$ cat src/clkwrap_pkg.sv
// Shared constants and types for the multirate clock enable wrapper
package clkwrap_pkg;

   // System clock and synthesis-unit lock timing
   localparam int CLK_PERIOD_NS = 40;
   localparam int LOCK_TIME_NS  = 1000;
   localparam int LOCK_CYCLES   = (LOCK_TIME_NS + CLK_PERIOD_NS - 1) / CLK_PERIOD_NS;

   // Counter width, reset value and saturation limit
   localparam int                PERIOD_W    = 16;
   localparam logic [15:0]       COUNT_RESET = 16'h0000;
   localparam logic [15:0]       CYC_MAX     = 16'hFFFF;

   // Synthesis-unit capacity and output slots, fastest rate first
   localparam int SLOTS_FULL      = 3;
   localparam int SLOTS_SMALL     = 2;
   localparam int SYNTH_OUTS      = 4;
   localparam int SLOT_UNIT       = 0;
   localparam int SLOT_DOUBLED    = 1;
   localparam int SLOT_DIVIDED    = 2;
   localparam int SLOT_FRACTIONAL = 3;

   // Clocking configurations
   typedef enum logic [2:0] {
      MODE_ENABLES = 3'h1,
      MODE_HYBRID  = 3'h2,
      MODE_EXPOSED = 3'h4
   } mode_type;

   // Synthesis-unit lock sequence
   typedef enum logic [2:0] {
      LOCK_HELD = 3'h1,
      LOCK_WAIT = 3'h2,
      LOCK_DONE = 3'h4
   } lock_state_type;

   // Synthesized clock ticks, one bit per output slot
   typedef struct packed {
      logic synth_fractional_out;
      logic synth_divided_out;
      logic synth_doubled_out;
      logic synth_unit_rate_out;
   } synth_clocks_type;

endpackage

$ cat src/rate_enable_gen.sv
// Periodic one-cycle enable generator for one sample rate
`timescale 1ns/1ps
module rate_enable_gen #(
   parameter int PW = clkwrap_pkg::PERIOD_W
) (
   // Clock and reset
   input  wire logic          clk_sys,
   input  wire logic          rst_b,
   // Control
   input  wire logic          restart,
   input  wire logic          tick,
   input  wire logic [PW-1:0] period,
   // Enable
   output logic               hit,
   output logic               enable
);
   import clkwrap_pkg::*;

   logic [PW-1:0] count;
   logic [PW-1:0] next_count;
   logic          next_enable;

   ////////////////////////////////////////////////////////////////////////////
   // Count ticks, fire on the last one of each period
   always_comb begin
      hit         = !restart && tick && (count == period - 1'b1);
      next_count  = count;
      next_enable = 1'b0;
      if (restart) begin
         next_count = PW'(COUNT_RESET);
      end else if (tick) begin
         next_count  = hit ? PW'(COUNT_RESET) : count + 1'b1;
         next_enable = hit;
      end
   end

   // Registers
   always_ff @(posedge clk_sys) begin
      if (!rst_b) begin
         count  <= PW'(COUNT_RESET);
         enable <= 1'b0;
      end else begin
         count  <= next_count;
         enable <= next_enable;
      end
   end

endmodule

$ cat src/multirate_clock_enable_wrapper.sv
// Multirate clocking wrapper: enables, synthesis-unit hybrid or exposed clocks
//
// What this block does
// - Enables mode: one system clock, one clock enable per distinct rate.
// - Every enable repeats after a whole number of system clock periods.
// - Enable interval equals the rate's sample period divided by the base period.
// - Base period is the greatest common divisor of all sample periods.
// - k base periods of the model take exactly k system clock cycles.
// - Enables scheme is default; hybrid and exposed clocks are selectable options.
// - Hybrid: synthesis unit supplies at most three rates, two on small family.
// - Hybrid: rates beyond capacity come from enables on a synthesized clock.
// - Fastest rates fill unit, doubled, then divided outputs in order; fractional stays low.
// - Lock indication is output; outside logic aligns input data with it.
// - Exposed mode: one clock input per rate, driven mutually synchronous.
// - Internal rate of oversampled logic joins all rates for enable generation.
// - Data crosses between clock domains only through dual-port memories or FIFOs.
`timescale 1ns/1ps
module multirate_clock_enable_wrapper #(
   parameter int          NUM_RATES                 = 3,
   parameter int unsigned SAMPLE_PERIODS[NUM_RATES] = '{2, 3, 4},
   parameter int          OVS_RATE                  = 0,
   parameter int unsigned OVS_FACTOR                = 2,
   parameter bit          SMALL_FAMILY              = 1'b0
) (
   // Clock and reset
   input  wire logic                          clk_sys,
   input  wire logic                          rst_b,
   // Configuration
   input  wire clkwrap_pkg::mode_type         clock_mode,
   // Synthesis unit
   input  wire logic                          synth_reset,
   output logic                               synth_locked,
   output clkwrap_pkg::synth_clocks_type      synth_out,
   // Exposed per-rate clocks
   input  wire logic [NUM_RATES:0]            rate_clk_in,
   // Rate enables
   output logic [NUM_RATES:0]                 rate_enable
);
   import clkwrap_pkg::*;

   localparam int NR    = NUM_RATES + 1;
   localparam int SLOTS = SMALL_FAMILY ? SLOTS_SMALL : SLOTS_FULL;
   localparam int USED  = (SLOTS < NR) ? SLOTS : NR;

   ////////////////////////////////////////////////////////////////////////////
   // Elaboration helpers

   // Rate list, internal oversampled rate appended last
   function automatic int unsigned period_of(input int i);
      if (i < NUM_RATES) return SAMPLE_PERIODS[i];
      return SAMPLE_PERIODS[OVS_RATE] / OVS_FACTOR;
   endfunction

   function automatic int unsigned gcd2(input int unsigned a, input int unsigned b);
      int unsigned t;
      for (int k = 0; k < 64 && b != 0; k++) begin
         t = a % b;
         a = b;
         b = t;
      end
      return a;
   endfunction

   // Base period over every rate
   function automatic int unsigned base_period();
      int unsigned g;
      g = period_of(0);
      for (int i = 1; i < NR; i++) g = gcd2(g, period_of(i));
      return g;
   endfunction

   // Speed rank, fastest rate is rank 0
   function automatic int rank_of(input int i);
      int r;
      r = 0;
      for (int j = 0; j < NR; j++) begin
         if (period_of(j) < period_of(i) || (period_of(j) == period_of(i) && j < i)) r++;
      end
      return r;
   endfunction

   function automatic int index_of_rank(input int r);
      int idx;
      idx = 0;
      for (int j = 0; j < NR; j++) begin
         if (rank_of(j) == r) idx = j;
      end
      return idx;
   endfunction

   localparam int unsigned BASE     = base_period();
   localparam int          REF_RATE = index_of_rank(USED - 1);
   localparam int          FASTEST  = index_of_rank(0);

   ////////////////////////////////////////////////////////////////////////////
   // Mode register and common restart

   mode_type mode_q;
   mode_type mode_sel;
   mode_type next_mode;
   logic     restart;
   logic     hybrid_live;

   // Illegal mode codes fall back to enables
   always_comb begin
      unique case (clock_mode)
         MODE_ENABLES: mode_sel = MODE_ENABLES;
         MODE_HYBRID:  mode_sel = MODE_HYBRID;
         MODE_EXPOSED: mode_sel = MODE_EXPOSED;
         default:      mode_sel = MODE_ENABLES;
      endcase
      next_mode   = mode_sel;
      hybrid_live = (mode_q == MODE_HYBRID) && synth_locked;
      // All counters restart as one so common multiples coincide
      restart     = (mode_sel != mode_q) || ((mode_q == MODE_HYBRID) && !synth_locked);
   end

   always_ff @(posedge clk_sys) begin
      if (!rst_b) mode_q <= MODE_ENABLES;
      else mode_q <= next_mode;
   end

   ////////////////////////////////////////////////////////////////////////////
   // Synthesis-unit lock sequence, restarted by the outside reset

   lock_state_type lock_state;
   lock_state_type next_lock_state;
   logic [15:0]    lock_count;
   logic [15:0]    next_lock_count;

   always_comb begin
      next_lock_state = lock_state;
      next_lock_count = lock_count;
      unique case (lock_state)
         LOCK_HELD: begin
            next_lock_count = COUNT_RESET;
            if (!synth_reset && mode_sel == MODE_HYBRID) next_lock_state = LOCK_WAIT;
         end
         LOCK_WAIT: begin
            if (lock_count == 16'(LOCK_CYCLES - 1)) next_lock_state = LOCK_DONE;
            else next_lock_count = lock_count + 1'b1;
         end
         LOCK_DONE: begin
         end
      endcase
      if (synth_reset || mode_sel != MODE_HYBRID) begin
         next_lock_state = LOCK_HELD;
         next_lock_count = COUNT_RESET;
      end
   end

   always_ff @(posedge clk_sys) begin
      if (!rst_b) begin
         lock_state <= LOCK_HELD;
         lock_count <= COUNT_RESET;
      end else begin
         lock_state <= next_lock_state;
         lock_count <= next_lock_count;
      end
   end

   assign synth_locked = (lock_state == LOCK_DONE);

   ////////////////////////////////////////////////////////////////////////////
   // Per-rate enable generation and exposed clock edges

   logic [15:0] cyc;
   logic [15:0] next_cyc;

   // Cycles since the last common restart, saturating
   always_comb next_cyc = restart ? COUNT_RESET : ((cyc == CYC_MAX) ? cyc : cyc + 1'b1);
   always_ff @(posedge clk_sys) begin
      if (!rst_b) cyc <= COUNT_RESET;
      else cyc <= next_cyc;
   end

   logic [NR-1:0] gen_hit;
   logic [NR-1:0] gen_enable;
   logic [NR-1:0] clk_prev;
   logic [NR-1:0] edge_q;
   logic [NR-1:0] next_edge;

   // Exposed clocks are synchronous strobes here, so no domain is crossed
   always_comb next_edge = rate_clk_in & ~clk_prev;

   always_ff @(posedge clk_sys) begin
      if (!rst_b) begin
         clk_prev <= '0;
         edge_q   <= '0;
      end else begin
         clk_prev <= rate_clk_in;
         edge_q   <= next_edge;
      end
   end

   for (genvar i = 0; i < NR; i++) begin : g_rate
      localparam int  P_EN    = period_of(i) / BASE;
      localparam bit  CHAINED = (rank_of(i) >= SLOTS);
      localparam int  P_HY    = CHAINED ? period_of(i) / period_of(REF_RATE) : P_EN;
      logic                tick;
      logic [PERIOD_W-1:0] period;

      // Beyond capacity, count ticks of the slowest synthesized clock
      always_comb begin
         tick   = (mode_q == MODE_HYBRID && CHAINED) ? gen_hit[REF_RATE] : 1'b1;
         period = (mode_q == MODE_HYBRID) ? PERIOD_W'(P_HY) : PERIOD_W'(P_EN);
      end

      rate_enable_gen #(.PW(PERIOD_W)) u_gen (
         .clk_sys (clk_sys),
         .rst_b   (rst_b),
         .restart (restart),
         .tick    (tick),
         .period  (period),
         .hit     (gen_hit[i]),
         .enable  (gen_enable[i])
      );

      // One-cycle pulse per period
      if (P_EN > 1) begin : g_one

      end

      if (CHAINED) begin : g_chain

      end
   end

   // Output selection by configuration
   always_comb begin
      unique case (mode_q)
         MODE_ENABLES: rate_enable = gen_enable;
         MODE_HYBRID:  rate_enable = synth_locked ? gen_enable : '0;
         MODE_EXPOSED: rate_enable = edge_q;
         default:      rate_enable = '0;
      endcase
   end

   // Synthesis-unit outputs, fastest rates first
   logic [SYNTH_OUTS-1:0] synth_vec;
   for (genvar s = 0; s < SYNTH_OUTS; s++) begin : g_slot
      if (s < USED) begin : g_used
         assign synth_vec[s] = hybrid_live && gen_enable[index_of_rank(s)];
      end else begin : g_unused
         assign synth_vec[s] = 1'b0;
      end
   end
   assign synth_out = synth_clocks_type'(synth_vec);
endmodule

$ cat config.mk
export PLATFORM = sky130hd
export DESIGN_NAME = multirate_clock_enable_wrapper
export DESIGN_NICKNAME = d
export VERILOG_FILES = /design/src/clkwrap_pkg.sv /design/src/rate_enable_gen.sv /design/src/multirate_clock_enable_wrapper.sv
export SDC_FILE = /design/constraint.sdc
export NUM_CORES = 1
export LEC_CHECK = 0
export BUFFER_PORTS_ARGS = -buffer_cell sky130_fd_sc_hd__clkbuf_2
export CORE_ASPECT_RATIO = 1.1
export CORE_MARGIN = 3
export CORE_UTILIZATION = 49
export CTS_CLUSTER_DIAMETER = 50
export DETAILED_ROUTE_END_ITERATION = 8
export GPL_ROUTABILITY_DRIVEN = 0
export PLACE_DENSITY = 0.71
export SYNTH_ARGS = -nofsm -noshare
export SYNTH_HDL_FRONTEND = slang
export SYNTH_HIERARCHICAL = 1
export SYNTH_SLANG_ARGS = --single-unit
$ cat constraint.sdc
create_clock -name clk_sys -period 5 [get_ports clk_sys]
set_clock_uncertainty 0.05 [all_clocks]
set_input_delay 0.5 -clock clk_sys [delete_from_list [all_inputs] [get_ports clk_sys]]
set_output_delay 0.5 -clock clk_sys [all_outputs]
set_load 0.005 [all_outputs]
* Word level (Yosys, flattened, before mapping)
Cells that the tools add are included.
Operators by class: shifts and indexed selects 0, divide/modulo/power cells 0, bitwise logic cells 4, reduce and logical (&&, ||, !) cells 26, magnitude comparators 0, muxes and demuxes 11, $add $sub $neg 6, multipliers 0, equality and inequality tests 18
Operators with widths (count):
- 16-bit by 1-bit adder with 16-bit output, second input constant | 5
- 16-bit 2-to-1 mux | 2
- 16-bit case mux with 2 select lines | 1
- 16-bit by 1-bit equality test with 1-bit output, second input constant | 1
- 16-bit equality test | 1
- 16-bit by 2-bit equality test with 1-bit output, second input constant | 1
- 16-bit by 5-bit equality test with 1-bit output, second input constant | 1
- 16-bit logical NOT | 1
- 3-bit by 2-bit equality test with 1-bit output, second input constant | 4
- 3-bit case mux with 2 select lines | 2
- 4-bit case mux with 3 select lines | 1
- 3-bit OR reduction | 4
- 1-bit logical AND | 11
- 3-bit equality test, second input constant | 3
- 3-bit 2-to-1 mux | 3
- 3-bit by 1-bit equality test with 1-bit output, second input constant | 2
- 2-bit inequality test, second input constant | 3
- 4-bit AND | 1
- 4-bit 2-to-1 mux | 1
- 4-bit inverter | 1
- 2-bit OR reduction | 2
- 3-bit by 1-bit subtractor with 4-bit output, second input constant | 1
- 1-bit logical NOT | 3
- 3-bit by 2-bit inequality test with 1-bit output, second input constant | 1
- other kinds (7) | 9
Word-level totals: output and inout bits 9, bits in latches 0, memories 0, word-level logic and storage cells 78, bits in read-only memories 0, input port bits 10, bits in writable memories 0, bits in registers 98

* Longest topological paths before layout
Gate-level depths: netlist of run 1.
word-level depth 10, depth in mapped cells 18, depth with buffers taken out 16

* Cells and area by module
The synthesis of run 1 kept the hierarchy.
Modules (own cells, without submodules):
- rate_enable_gen (g_rate[0].u_gen ...) | cells each 165, instances 3, sequential area each 340.3 µm², area each 1345.0 µm²
- multirate_clock_enable_wrapper | cells each 192, instances 1, sequential area each 600.6 µm², area each 1567.8 µm²
- rate_enable_gen (g_rate[3].u_gen) | cells each 174, instances 1, sequential area each 340.3 µm², area each 1437.6 µm²

* Worst setup path before layout of run 1
No wires, ideal clock.
path kind register to register, start register lock_state[2], end register g_rate[2].u_gen.count[0], period minus slack after synthesis 4025 ps, buffers on the path 2, path slack 975 ps, required time 4835 ps, arrival time 3860 ps, library setup time 115 ps, cell stages (with the launch flop) 19, cells stage by stage dfxtp_1 > buf_2 > nor3b_1 > nor2b_1 > a22oi_1 > a2bb2oi_1 > nor4b_1 > nand3_1 > nor4_1 > o2111ai_2 > inv_1 > or3_1 > nor4b_1 > nand3_1 > nor4_1 > o2111ai_2 > nand3b_4 > buf_6 > nor2_1
Between the ends: cells in the longest elaborated chain, start to end 10, elaborated cells between the ends (all ways) 11, classes of those cells eq/ne (1); mux (2); reduce/logical (8)
Ends and longest elaborated chain:
- from (decl) | line multirate_clock_enable_wrapper.sv:126 | lock_state_type lock_state;
- from (signal assigned) | line multirate_clock_enable_wrapper.sv:157 | lock_state <= next_lock_state;
- 3-bit equality test (*) | line multirate_clock_enable_wrapper.sv:162 | assign synth_locked = (lock_state == LOCK_DONE);
- named net synth_locked | line multirate_clock_enable_wrapper.sv:32 | output logic synth_locked,
- 1-bit logical NOT (*) | line multirate_clock_enable_wrapper.sv:115 | restart = (mode_sel != mode_q) || ((mode_q == MODE_HYBRID) && !synth_locked);
- 1-bit logical AND (*) | line multirate_clock_enable_wrapper.sv:115
- 1-bit logical OR (*) | line multirate_clock_enable_wrapper.sv:115
- named net restart | line multirate_clock_enable_wrapper.sv:101 | logic restart;
- 1-bit logical NOT (*) | line rate_enable_gen.sv:26 | hit = !restart && tick && (count == period - 1'b1);
- 1-bit logical AND (*) | line rate_enable_gen.sv:26
- named net gen_hit[1] | line multirate_clock_enable_wrapper.sv:177 | logic [NR-1:0] gen_hit;
- 1-bit 2-to-1 mux (*) | line multirate_clock_enable_wrapper.sv:205 | tick = (mode_q == MODE_HYBRID && CHAINED) ? gen_hit[REF_RATE] : 1'b1;
- named net g_rate[2].tick | line multirate_clock_enable_wrapper.sv:200 | logic tick;
- 1-bit logical AND (2 in series) | line rate_enable_gen.sv:26
- 16-bit 2-to-1 mux | line rate_enable_gen.sv:32 | next_count = hit ? PW'(COUNT_RESET) : count + 1'b1;
- to (signal assigned) | line rate_enable_gen.sv:40 | count <= PW'(COUNT_RESET);
- to (signal assigned) | line rate_enable_gen.sv:43 | count <= next_count;
- to (decl) | line rate_enable_gen.sv:19 | logic [PW-1:0] count;
The timed path passes the listed nets; every way through them passes the cells marked *. A chain may end at the register's enable or synchronous reset.

* Final worst setup path of run 1
start register lock_state[2], end register g_rate[2].u_gen.count[10]
Between the ends: cells in the longest elaborated chain, start to end 10, elaborated cells between the ends (all ways) 11, classes of those cells eq/ne (1); mux (2); reduce/logical (8)
Ends and longest elaborated chain (line):
- 3-bit equality test (*) | multirate_clock_enable_wrapper.sv:162
- 1-bit logical NOT (*) | multirate_clock_enable_wrapper.sv:115
- 1-bit logical AND (*) | multirate_clock_enable_wrapper.sv:115
- 1-bit logical OR (*) | multirate_clock_enable_wrapper.sv:115
- named net restart | multirate_clock_enable_wrapper.sv:101
- 1-bit logical NOT (*) | rate_enable_gen.sv:26
- 1-bit logical AND (*) | rate_enable_gen.sv:26
- named net gen_hit[1] | multirate_clock_enable_wrapper.sv:177
- 1-bit 2-to-1 mux (*) | multirate_clock_enable_wrapper.sv:205
- named net g_rate[2].tick | multirate_clock_enable_wrapper.sv:200
- 1-bit logical AND (2 in series) | rate_enable_gen.sv:26
- 16-bit 2-to-1 mux | rate_enable_gen.sv:32
Marks and branches as above.

==> summary.txt, run 1 <==
Power and ir drop
  – Pint: 1210 uW
  – Peak supply drop: 0.126 mV
  – Clock power frac: 39.5%
  – Leakage power: 0.00348 uW
  – Switching share of power: 25.6%
  – Power per Cell Area: 191 mW/mm^2
  – Comb power frac: 11.6%
  – Net Sw Power: 417 uW
  – Seq pwr share: 48.9%

STA
  – Setup TNS: 0 ns
  – Worst Slack Setup Final: 0.616 ns
  – Crit path time final: 4.38 ns
  – Slew Viols, Final: 0
  – Final period utilization: 87.7%
  – Max_slew headroom: 40.9%
  – Actual slew at the worst max-slew pin: 0.886 ns
  – Endpoints failing hold: 0
  – Final Setup Violations: 0
  – Max Fclk: 228 MHz
  – RSZ-0062 raised after global routing: false

Finish
  – Nets: 1,160
  – Area of the multi-input gates: 0.00583 mm^2
  – Diodes inserted: 0
  – Fill cell count: 1,311
  – P&R area growth vs syn: 21.2%
  – Final Cell Area: 0.00854 mm^2
  – Share of cells above drive strength 1: 7.95%
  – Seq. cell area: 0.00196 mm^2
  – Post-layout util: 61.4%

Flow run
  – Max_cap viols: 0

Worst setup path
  – CP Class: flip-flop to flip-flop
  – Max FO, Critical Path: 15
  – CP arrival: 4.57 ns
  – CP required: 5.19 ns
  – Endpoint class of the critical path: flip-flop
  – CP Launch Type: flip-flop

Logic synthesis
  – Compound-Gate Fraction of Synth Area: 11.1%
  – Post-Synth Simple-Gate Area: 37.9%
  – Post-Synthesis Cell Area: 0.00704 mm^2
  – Register bit total from synthesis: 98
  – EDFF count, synth: 0
  – Largest family of logic cells by synthesized area: simple AND/OR/NAND/NOR gates
  – Top_reg_cell synth: dfxtp_1
  – Synth Area in Adders: 1.78%
  – Mean post-synth cell area: 8.18 um^2
  – Yosys Warn Count: 6
  – Mux contribution to synthesized area: 0.853%
  – Synth cell types: 72
  – Register area share after synthesis: 27.9%
  – FFs w/ async S/R, synth: 0%
  – Syn Inst Count: 861
  – Synth Area in XOR/XNOR: 15.9%

Place
  – PortBufs: 17
  – Setup WS pre-CTS: 0.383 ns
  – Detail Placement HPWL: 10.9 mm
  – DP Area: 0.00825 mm^2

Floorplanning
  – Die Y-Extent: 132 um
  – DIE AREA: 0.0158 mm^2
  – I/O Pins: 19
  – Initial core utilization: 50.6%
  – Site row count: 45
  – DIE WIDTH: 120 um
  – CORE AREA: 0.0139 mm^2

Clock network
  – CTS root buf: clkbuf_16
  – CTS Sinks: 98
  – Worst-path clk slew: 0.07 ns
  – H-tree levels: 3
  – Hold-fix buffers at CTS: 0
  – CTS tree: done
  – Num CTS Buffers: 9
  – Skew-Pair Late Insertion Delay: 0.34 ns
  – Maximum root-to-sink buffer count: 2

GRT
  – Largest net degree at the start of global routing: 19
  – Initial antenna violation count: 0
  – Vias in the first global route: 5,677
  – Remaining global-route overflow: 0
  – First-pass GRT wire length: 25.1 mm
  – Gr usage total: 18.6%

Route
  – Final antenna-violating net count: 0
  – Drt drc: 0
  – Total Wirelength: 13.9 mm
  – Vias/cell: 4.69
  – Vias: 6,257
  – DR pass1 iterations: 4
  – Initial DRC count: 281
  – DR WL/cell: 10.5 um

Hold path
  – Hold Path Class: flip-flop to flip-flop

Status
  – Status: finished clean
[power by group through the flow]
stage	registers [uW]	logic [uW]	clock network [uW]
5_1_grt	799	221	696
3_3_place_gp	816	181	0
6_report	798	190	644
3_5_place_dp	816	181	0
4_1_cts	798	183	669
2_1_floorplan	814	161	0
[final timing paths]
check                                  start                                      to  slack [ns]  depth (start not counted)
setup / recovery  lock_state[2]$_SDFFE_PP0P_  g_rate[2].u_gen/count[10]$_SDFFE_PP0P_        0.62                         17
hold / removal        clk_prev[2]$_SDFF_PN0_                    edge_q[2]$_SDFF_PN0_        0.33                          1
setup reg to reg  lock_state[2]$_SDFFE_PP0P_  g_rate[2].u_gen/count[10]$_SDFFE_PP0P_        0.62                         17
hold reg to reg       clk_prev[2]$_SDFF_PN0_                    edge_q[2]$_SDFF_PN0_        0.33                          1
[Yosys cell counts (16+ instances only)]
cell,count,area share (%)
inv_1,33,1.8
nor3_1,28,2.0
nor3b_1,19,2.0
nand4_1,41,3.6
or4_1,16,1.7
a21oi_1,18,1.3
dfxtp_1,98,28
xnor2_1,56,7.0
o21ai_0,18,1.3
nand2_1,51,2.7
nand3_1,46,3.3
clkbuf_1,18,0.96
nor2_1,93,5.0
and3_1,18,1.6
xor2_1,72,9.0
[worst max-delay path, cell delays in order, from the launching register on]
cell,delay [ns]
dfxtp_1,0.44
nor3b_2,0.37
nor2b_1,0.31
a22oi_1,0.13
a2bb2oi_1,0.16
buf_4,0.21
nor4b_1,0.30
nand3_1,0.11
nor4_1,0.35
o2111ai_2,0.25
inv_1,0.12
or3_1,0.24
nor4b_1,0.27
nand3_1,0.11
nor4_1,0.32
o2111ai_2,0.23
nand3b_4,0.22
nor2_1,0.07
[state kept, by name (all words and copies together) (netlist names)]
register             flops
g_rate.u_gen/count      64
lock_count              16
clk_prev                 4
edge_q                   4
g_rate.u_gen/enable      4
lock_state               3
mode_q                   3
[kinds of logic after synthesis]
logic type / Yosys count
and+or+nand+nor: 443
DFF: 98
buffers and inverters: 66
adders and majority gates: 10
AOI/OAI and AO/OA: 108
xor gates and xnor gates: 128
muxes: 6
other: 2
[cells in the final DEF, fill, tap and decap left out, types with 10 or more instances in the layout]
cell / synthesis / routed
nand3_1: 46 / 46
nand4_1: 41 / 41
nand2_1: 51 / 51
a21oi_1: 18 / 18
xnor2_1: 56 / 56
nor4_1: 13 / 13
or3_1: 10 / 10
inv_1: 33 / 33
clkbuf_2: 2 / 17
ha_1: 10 / 10
xor2_1: 72 / 72
o21ai_0: 18 / 18
conb_1: 2 / 283
nand2b_1: 12 / 12
and3_1: 18 / 18
nor3_1: 28 / 28
dfxtp_1: 98 / 98
nor2b_1: 13 / 13
nor3b_1: 19 / 18
nor2_1: 93 / 93
and2_1: 12 / 12
or4_1: 16 / 16
a31oi_1: 12 / 12
[final cells by class]
cell class / instances / area share [%]
Tap cell: 188 / 2.76
Multi-Input combinational cell: 978 / 68.3
Timing Repair Buffer: 20 / 1.26
Clock buffer: 11 / 2.84
Clock inverter: 5 / 0.440
Inverter: 33 / 1.45
Sequential cell: 98 / 23.0
[routing by layer]
| metal | track usage [%] | vias up | wire [um] |
|---|---|---|---|
| met1 | 25.1 | 2804 | 7010 |
| met2 | 31.0 | 63 | 6410 |
| met3 | 2.97 | 10 | 372 |
| li1 | - | 3380 | - |
| met5 | 0 | - | 0 |
| met4 | 4.97 | 0 | 146 |
[through the flow]
step | hold slack (ns) | total power (uW) | cells
after global routing | 0.357 | 1720 | 1333
after CTS | 0.331 | 1650 | 1333
after global placement | 0.321 | 997 | 1317
after detailed placement | 0.321 | 997 | 1317
after floorplan | 0.317 | 975 | 1142
final | 0.330 | 1630 | 1333
[timing repair]
action | in CTS | in global routing
setup buffers | 0 | 0
setup endpoints to repair | 0 | 16
gates resized for setup | 0 | 1
Note: power is estimated with default switching activity, not from simulation.
==> run 2: changes to the inputs <==
Settings changed: BUFFER_PORTS_ARGS -buffer_cell sky130_fd_sc_hd__clkbuf_2 to -buffer_cell sky130_fd_sc_hd__buf_2, CELL_PAD_IN_SITES_DETAIL_PLACEMENT set to 1, CELL_PAD_IN_SITES_GLOBAL_PLACEMENT set to 1, CORE_UTILIZATION 49 to 48, PLACE_DENSITY 0.71 to 0.86.
==> run 2 against run 1 <==
Net effect:
- maximum frequency increased by 1.7%
- sequential share of layout area down 0.050 points
- routed wire length increased by 29%
- cell area is 0.22% higher
- critical endpoint is now g_rate[2].u_gen/count[14]$_SDFFE_PP0P_
- critical path type unchanged
- final cell count about the same
==> summary.txt, run 2 (same netlist as run 1, synthesis figures left out) <==
GRT
  – Gr busiest metal: met2
  – Met2 GRT Util: 41.8% (+11 points)
  – Met1 Usage GRT: 29.3% (+4.2 points)
  – Remaining global-route overflow: 0 (unchanged)
  – Gr usage total: 23.5% (+4.9 points)
  – Largest net degree at the start of global routing: 19 (unchanged)
  – Vias in the first global route: 6,902 (+22%)
  – Global-route met3 utilization: 3.29% (+0.32 points)
  – Initial antenna violation count: 0 (unchanged)
  – First-pass GRT wire length: 31.6 mm (+26%)

Power and ir drop
  – Clock power frac: 42.2% (+2.7 points)
  – Leakage power: 0.00350 uW (+0.65%)
  – Seq pwr share: 46.3% (-2.6 points)
  – Pint: 1280 uW (+5.2%)
  – Comb power frac: 11.5% (about the same)
  – Peak supply drop: 0.132 mV (+4.9%)
  – Net Sw Power: 448 uW (+7.4%)
  – Switching share of power: 26.0% (+0.39 points)
  – Power per Cell Area: 202 mW/mm^2 (+5.5%)

Floorplanning
  – Die Y-Extent: 133 um (+0.99%)
  – Site row count: 45 (unchanged)
  – DIE AREA: 0.0162 mm^2 (+2.0%)
  – CORE AREA: 0.0141 mm^2 (+1.2%)
  – I/O Pins: 19 (unchanged)
  – DIE WIDTH: 121 um (+0.99%)
  – Initial core utilization: 50.0% (-0.61 points)

Worst setup path
  – CP required: 5.19 ns (about the same)
  – Max FO, Critical Path: 15 (unchanged)
  – Endpoint class of the critical path: flip-flop
  – CP Class: flip-flop to flip-flop
  – Worst reg2reg path depth: 17 (unchanged)
  – CP arrival: 4.50 ns (-0.07 ns)
  – CP Launch Type: flip-flop

Place
  – PortBufs: 17 (unchanged)
  – Detail Placement HPWL: 13.4 mm (+22%)
  – Placed Cells: 1,317 (unchanged)

Route
  – Initial DRC count: 317 (+13%)
  – DR pass1 iterations: 4 (unchanged)
  – Total Wirelength: 18.0 mm (+29%)
  – Final antenna-violating net count: 0 (unchanged)
  – DR WL/cell: 13.5 um (+29%)
  – Drt drc: 0 (unchanged)
  – Vias: 6,691 (+6.9%)
  – Vias/cell: 5.02 (+7.0%)

STA
  – Max_slew headroom: 24.4% (-17 points)
  – Hold slack: 0.323 ns (-0.00773 ns)
  – Final period utilization: 86.2% (-1.5 points)
  – Final Setup Violations: 0 (unchanged)
  – Endpoints failing hold: 0 (unchanged)
  – RSZ-0062 raised after global routing: false
  – Crit path time final: 4.31 ns (-0.0751 ns)
  – Max Fclk: 232 MHz (+1.7%)
  – Setup TNS: 0 ns (unchanged)
  – Actual slew at the worst max-slew pin: 1.13 ns (+0.239 ns)
  – Slew Viols, Final: 0 (unchanged)

Clock network
  – CTS root buf: clkbuf_16
  – Num CTS Buffers: 9 (unchanged)
  – Hold-fix buffers at CTS: 0 (unchanged)
  – H-tree levels: 3 (unchanged)
  – Maximum root-to-sink buffer count: 2 (unchanged)
  – CTS Sinks: 98 (unchanged)
  – CTS tree: done
  – CTS resizes: 0 (unchanged)
  – Skew-Pair Late Insertion Delay: 0.35 ns (about the same)
  – Postcts setup bufs: 0 (unchanged)
  – Worst-path clk slew: 0.07 ns (about the same)

Status
  – Status: finished clean

Finish
  – Top reg by flops: g_rate.u_gen/count
  – Top Registers: g_rate.u_gen/count: 64 flops, lock_count: 16 flops
  – Diodes inserted: 0 (unchanged)
  – Nets: 1,160 (unchanged)
  – Max reg flops: 64 (unchanged)
  – Commonest non-fill, non-tap cell in the layout: conb_1
  – Commonest non-fill, non-tap cells in the layout: conb_1, dfxtp_1, nor2_1
  – Share of cells above drive strength 1: 7.78% (-0.17 points)
  – P&R area growth vs syn: 21.5%
  – Non-Filler Instances: 1,332 (-0.075%)

Hold path
  – Hold Path Depth: 2 (+1)
  – Hold Path Class: input pin to flip-flop

Flow run
  – Max_cap viols: 0 (unchanged)
## run 2: per-stage QoR
| step | worst slack (ns) | power (uW) | utilization [%] | instance area [um^2] |
|---|---|---|---|---|
| floorplan | 0.975 | 975 | - | 8100 |
| global placement | 0.965 | 997 | 58.6 | 8250 |
| detailed placement | 0.743 | 1000 | 58.6 | 8250 |
| CTS | 0.672 | 1730 | 60.8 | 8550 |
| global route | 0.0102 | 1810 | 60.8 | 8550 |
| finish | 0.691 | 1730 | 60.8 | 8550 |
## run 2: worst max-delay path: stages, from the launching register on
cell       delay [ns]
dfxtp_1          0.46
nor3b_1          0.22
buf_4            0.17
nor2b_1          0.29
a22oi_1          0.15
a2bb2oi_1        0.17
nor4b_1          0.33
nand3_1          0.12
nor4_1           0.36
o2111ai_2        0.25
inv_1            0.12
or3_1            0.24
nor4b_1          0.28
nand3_1          0.11
nor4_1           0.33
o2111ai_2        0.23
nand3b_4         0.23
nor2_1           0.08
## run 2: path summary, 6_finish.rpt
path                         startpoint                                      to  slack [ns]
min reg2reg      clk_prev[1]$_SDFF_PN0_                    edge_q[1]$_SDFF_PN0_        0.33
max reg2reg  lock_state[2]$_SDFFE_PP0P_  g_rate[2].u_gen/count[14]$_SDFFE_PP0P_        0.69
max          lock_state[2]$_SDFFE_PP0P_  g_rate[2].u_gen/count[14]$_SDFFE_PP0P_        0.69
min                      rate_clk_in[2]                  clk_prev[2]$_SDFF_PN0_        0.32
## run 2: power groups by stage
stage	Clock [uW]	Sequential (uW)	Combinational (uW)
final	729	799	199
after global routing	775	800	230
after CTS	748	798	187
after detailed placement	0	817	184
after global placement	0	816	182
after floorplan	0	814	161
## run 2: per-layer routing
metal / vias to the layer above / share of wire [%]
li1: 3368 / -
met1: 3247 / 46
met2: 54 / 50
met3: 22 / 2.2
met4: 0 / 1.8
met5: - / 0
## run 2: layout make-up
| class | instances | area (um^2) |
|---|---|---|
| multi-input cells | 978 | 5820 |
| fillers | 1883 | 5520 |
| clock inverters | 3 | 47.5 |
| repair buffers | 20 | 108 |
| inverters | 33 | 124 |
| clock buffers | 12 | 256 |
| flip-flops and latches | 98 | 1960 |
| well taps | 188 | 235 |
==> run 3: changes to the inputs <==
Settings changed: CELL_PAD_IN_SITES_DETAIL_PLACEMENT 1 to 0.
==> run 3 against run 2 <==
Net effect:
- combinational power shrank 6%
- clock power up 6.4%
- die area unchanged
- critical path type unchanged
- non-clock buffer count is the same
- largest power group unchanged
- utilization rose by 0.22 points
- routed wire length fell by 22%
- sequential cell count is the same
- hold slack got worse by 0.0042 ns
==> summary.txt, run 3 (same netlist as run 1, synthesis figures left out) <==
Clock network
  – Hold-fix buffers at CTS: 0 (unchanged)
  – Skew-Pair Late Insertion Delay: 0.35 ns (about the same)
  – Maximum root-to-sink buffer count: 2 (unchanged)
  – Worst-path clk slew: 0.07 ns (about the same)
  – Postcts setup bufs: 0 (unchanged)
  – CTS resizes: 0 (unchanged)
  – CTS tree: done
  – H-tree levels: 3 (unchanged)
  – CTS root buf: clkbuf_16
  – Num CTS Buffers: 9 (unchanged)
  – CTS Sinks: 98 (unchanged)

GRT
  – Gr usage total: 18.3% (-5.2 points)
  – Initial antenna violation count: 0 (unchanged)
  – First-pass GRT wire length: 24.8 mm (-21%)
  – Largest net degree at the start of global routing: 19 (unchanged)
  – Remaining global-route overflow: 0 (unchanged)
  – Vias in the first global route: 5,458 (-21%)

Route
  – Drt drc: 0 (unchanged)
  – Initial DRC count: 292 (-7.9%)
  – Vias/cell: 4.63 (-7.9%)
  – Total Wirelength: 14.0 mm (-22%)
  – DR WL/cell: 10.5 um (-22%)
  – Vias: 6,167 (-7.8%)
  – DR pass1 iterations: 4 (unchanged)
  – Final antenna-violating net count: 0 (unchanged)

Worst setup path
  – Crit-path cells: nor3b_1 -> buf_4 -> nor2b_1 -> a22oi_1 -> a2bb2oi_1 -> nor4b_1 -> nand3_1 -> nor4_1 -> o2111ai_2 -> inv_1 -> or3_1 -> nor4b_1 -> nand3_1 -> nor4_1 -> o2111ai_2 -> nand3b_4 -> nor2_1
  – CP required: 5.19 ns (about the same)
  – CP arrival: 4.34 ns (-0.16 ns)
  – Worst r2r src: lock_state[2]$_SDFFE_PP0P_
  – CP Launch Type: flip-flop
  – Crit path from: lock_state[2]$_SDFFE_PP0P_
  – CP Class: flip-flop to flip-flop
  – CP max stage cell: dfxtp_1
  – Endpoint class of the critical path: flip-flop
  – Slowest Stage Delay on Critical Path: 0.44 ns (-0.02 ns)
  – Max FO, Critical Path: 15 (unchanged)

Finish
  – Commonest non-fill, non-tap cells in the layout: conb_1, dfxtp_1, nor2_1
  – Top reg by flops: g_rate.u_gen/count
  – Top Registers: g_rate.u_gen/count: 64 flops, lock_count: 16 flops
  – Diodes inserted: 0 (unchanged)
  – P&R area growth vs syn: 21.9%
  – Commonest non-fill, non-tap cell in the layout: conb_1
  – Nets: 1,160 (unchanged)
  – Post-layout util: 61.0% (+0.22 points)
  – Max reg flops: 64 (unchanged)
  – Share of cells above drive strength 1: 7.95% (+0.17 points)

STA
  – Final Setup Violations: 0 (unchanged)
  – Slew Viols, Final: 0 (unchanged)
  – Max Fclk: 241 MHz (+3.7%)
  – RSZ-0062 raised after global routing: false
  – Setup TNS: 0 ns (unchanged)
  – Crit path time final: 4.16 ns (-0.152 ns)
  – Actual slew at the worst max-slew pin: 1.15 ns (+0.0211 ns)
  – Max_slew headroom: 23.0% (-1.4 points)
  – Endpoints failing hold: 0 (unchanged)
  – Final period utilization: 83.1% (-3.0 points)

Flow run
  – Max_cap viols: 0 (unchanged)

Status
  – Status: finished clean

Power and ir drop
  – Leakage power: 0.00351 uW (+0.35%)
  – Peak supply drop: 0.184 mV (+39%)
  – Power per Cell Area: 205 mW/mm^2 (+1.7%)

Place
  – PortBufs: 17 (unchanged)
  – Detail Placement HPWL: 10.8 mm (-19%)

Floorplanning
  – I/O Pins: 19 (unchanged)
  – Die Y-Extent: 133 um (unchanged)
  – Initial core utilization: 50.0% (unchanged)
  – Site row count: 45 (unchanged)
  – DIE AREA: 0.0162 mm^2 (unchanged)
  – DIE WIDTH: 121 um (unchanged)
  – CORE AREA: 0.0141 mm^2 (unchanged)

Hold path
  – Hold Path Class: input pin to flip-flop
  – Hold path start: rate_clk_in[2]
[run 3: final cells by class]
class	count	area (um^2)
multi-input combinational	978	5820
fill	1349	5490
sequential	98	1960
clock buffer	10	239
tap	188	235
inverter	33	124
timing repair buffer	20	108
clock inverter	6	96.3
[run 3: final timing paths]
path,endpoint,slack (ns),depth (start not counted)
max,g_rate[2].u_gen/count[13]$_SDFFE_PP0P_,0.84,17
min,clk_prev[2]$_SDFF_PN0_,0.32,2
max reg2reg,g_rate[2].u_gen/count[13]$_SDFFE_PP0P_,0.84,17
min reg2reg,edge_q[3]$_SDFF_PN0_,0.33,1
[run 3: where the power goes]
part,switching [uW],total [uW],leakage (uW),internal [uW]
logic,115,188,0.00256,72.8
registers,8.55,798,0.000792,789
clock network,317,776,0.000162,459
total,441,1760,0.00351,1320
[run 3: per-layer routing]
metal	vias to the layer above	routed length (um)	global-route usage (%)
met1	2719	7330	26.3
met2	58	6080	28.1
met5	-	0	0
met3	11	411	2.65
li1	3379	-	-
met4	0	194	5.73
[run 3: critical path: cells and delay by family (launching register included)]
family          cells  cell delay [ns]
flops               1             0.44
simple gates       11             2.50
compound gates      4             0.77
buf+inv             2             0.27
[run 3: metrics by stage]
stage | cell area, um^2 | worst slack, ns | hold WS, ns | instances | total power [uW]
floorplan | 8100 | 0.975 | 0.317 | 1142 | 975
global placement | 8250 | 0.965 | 0.321 | 1317 | 997
detailed placement | 8250 | 0.843 | 0.323 | 1317 | 997
CTS | 8590 | 0.808 | 0.307 | 1333 | 1780
global route | 8590 | 0.313 | 0.334 | 1333 | 1850
finish | 8590 | 0.843 | 0.318 | 1333 | 1760
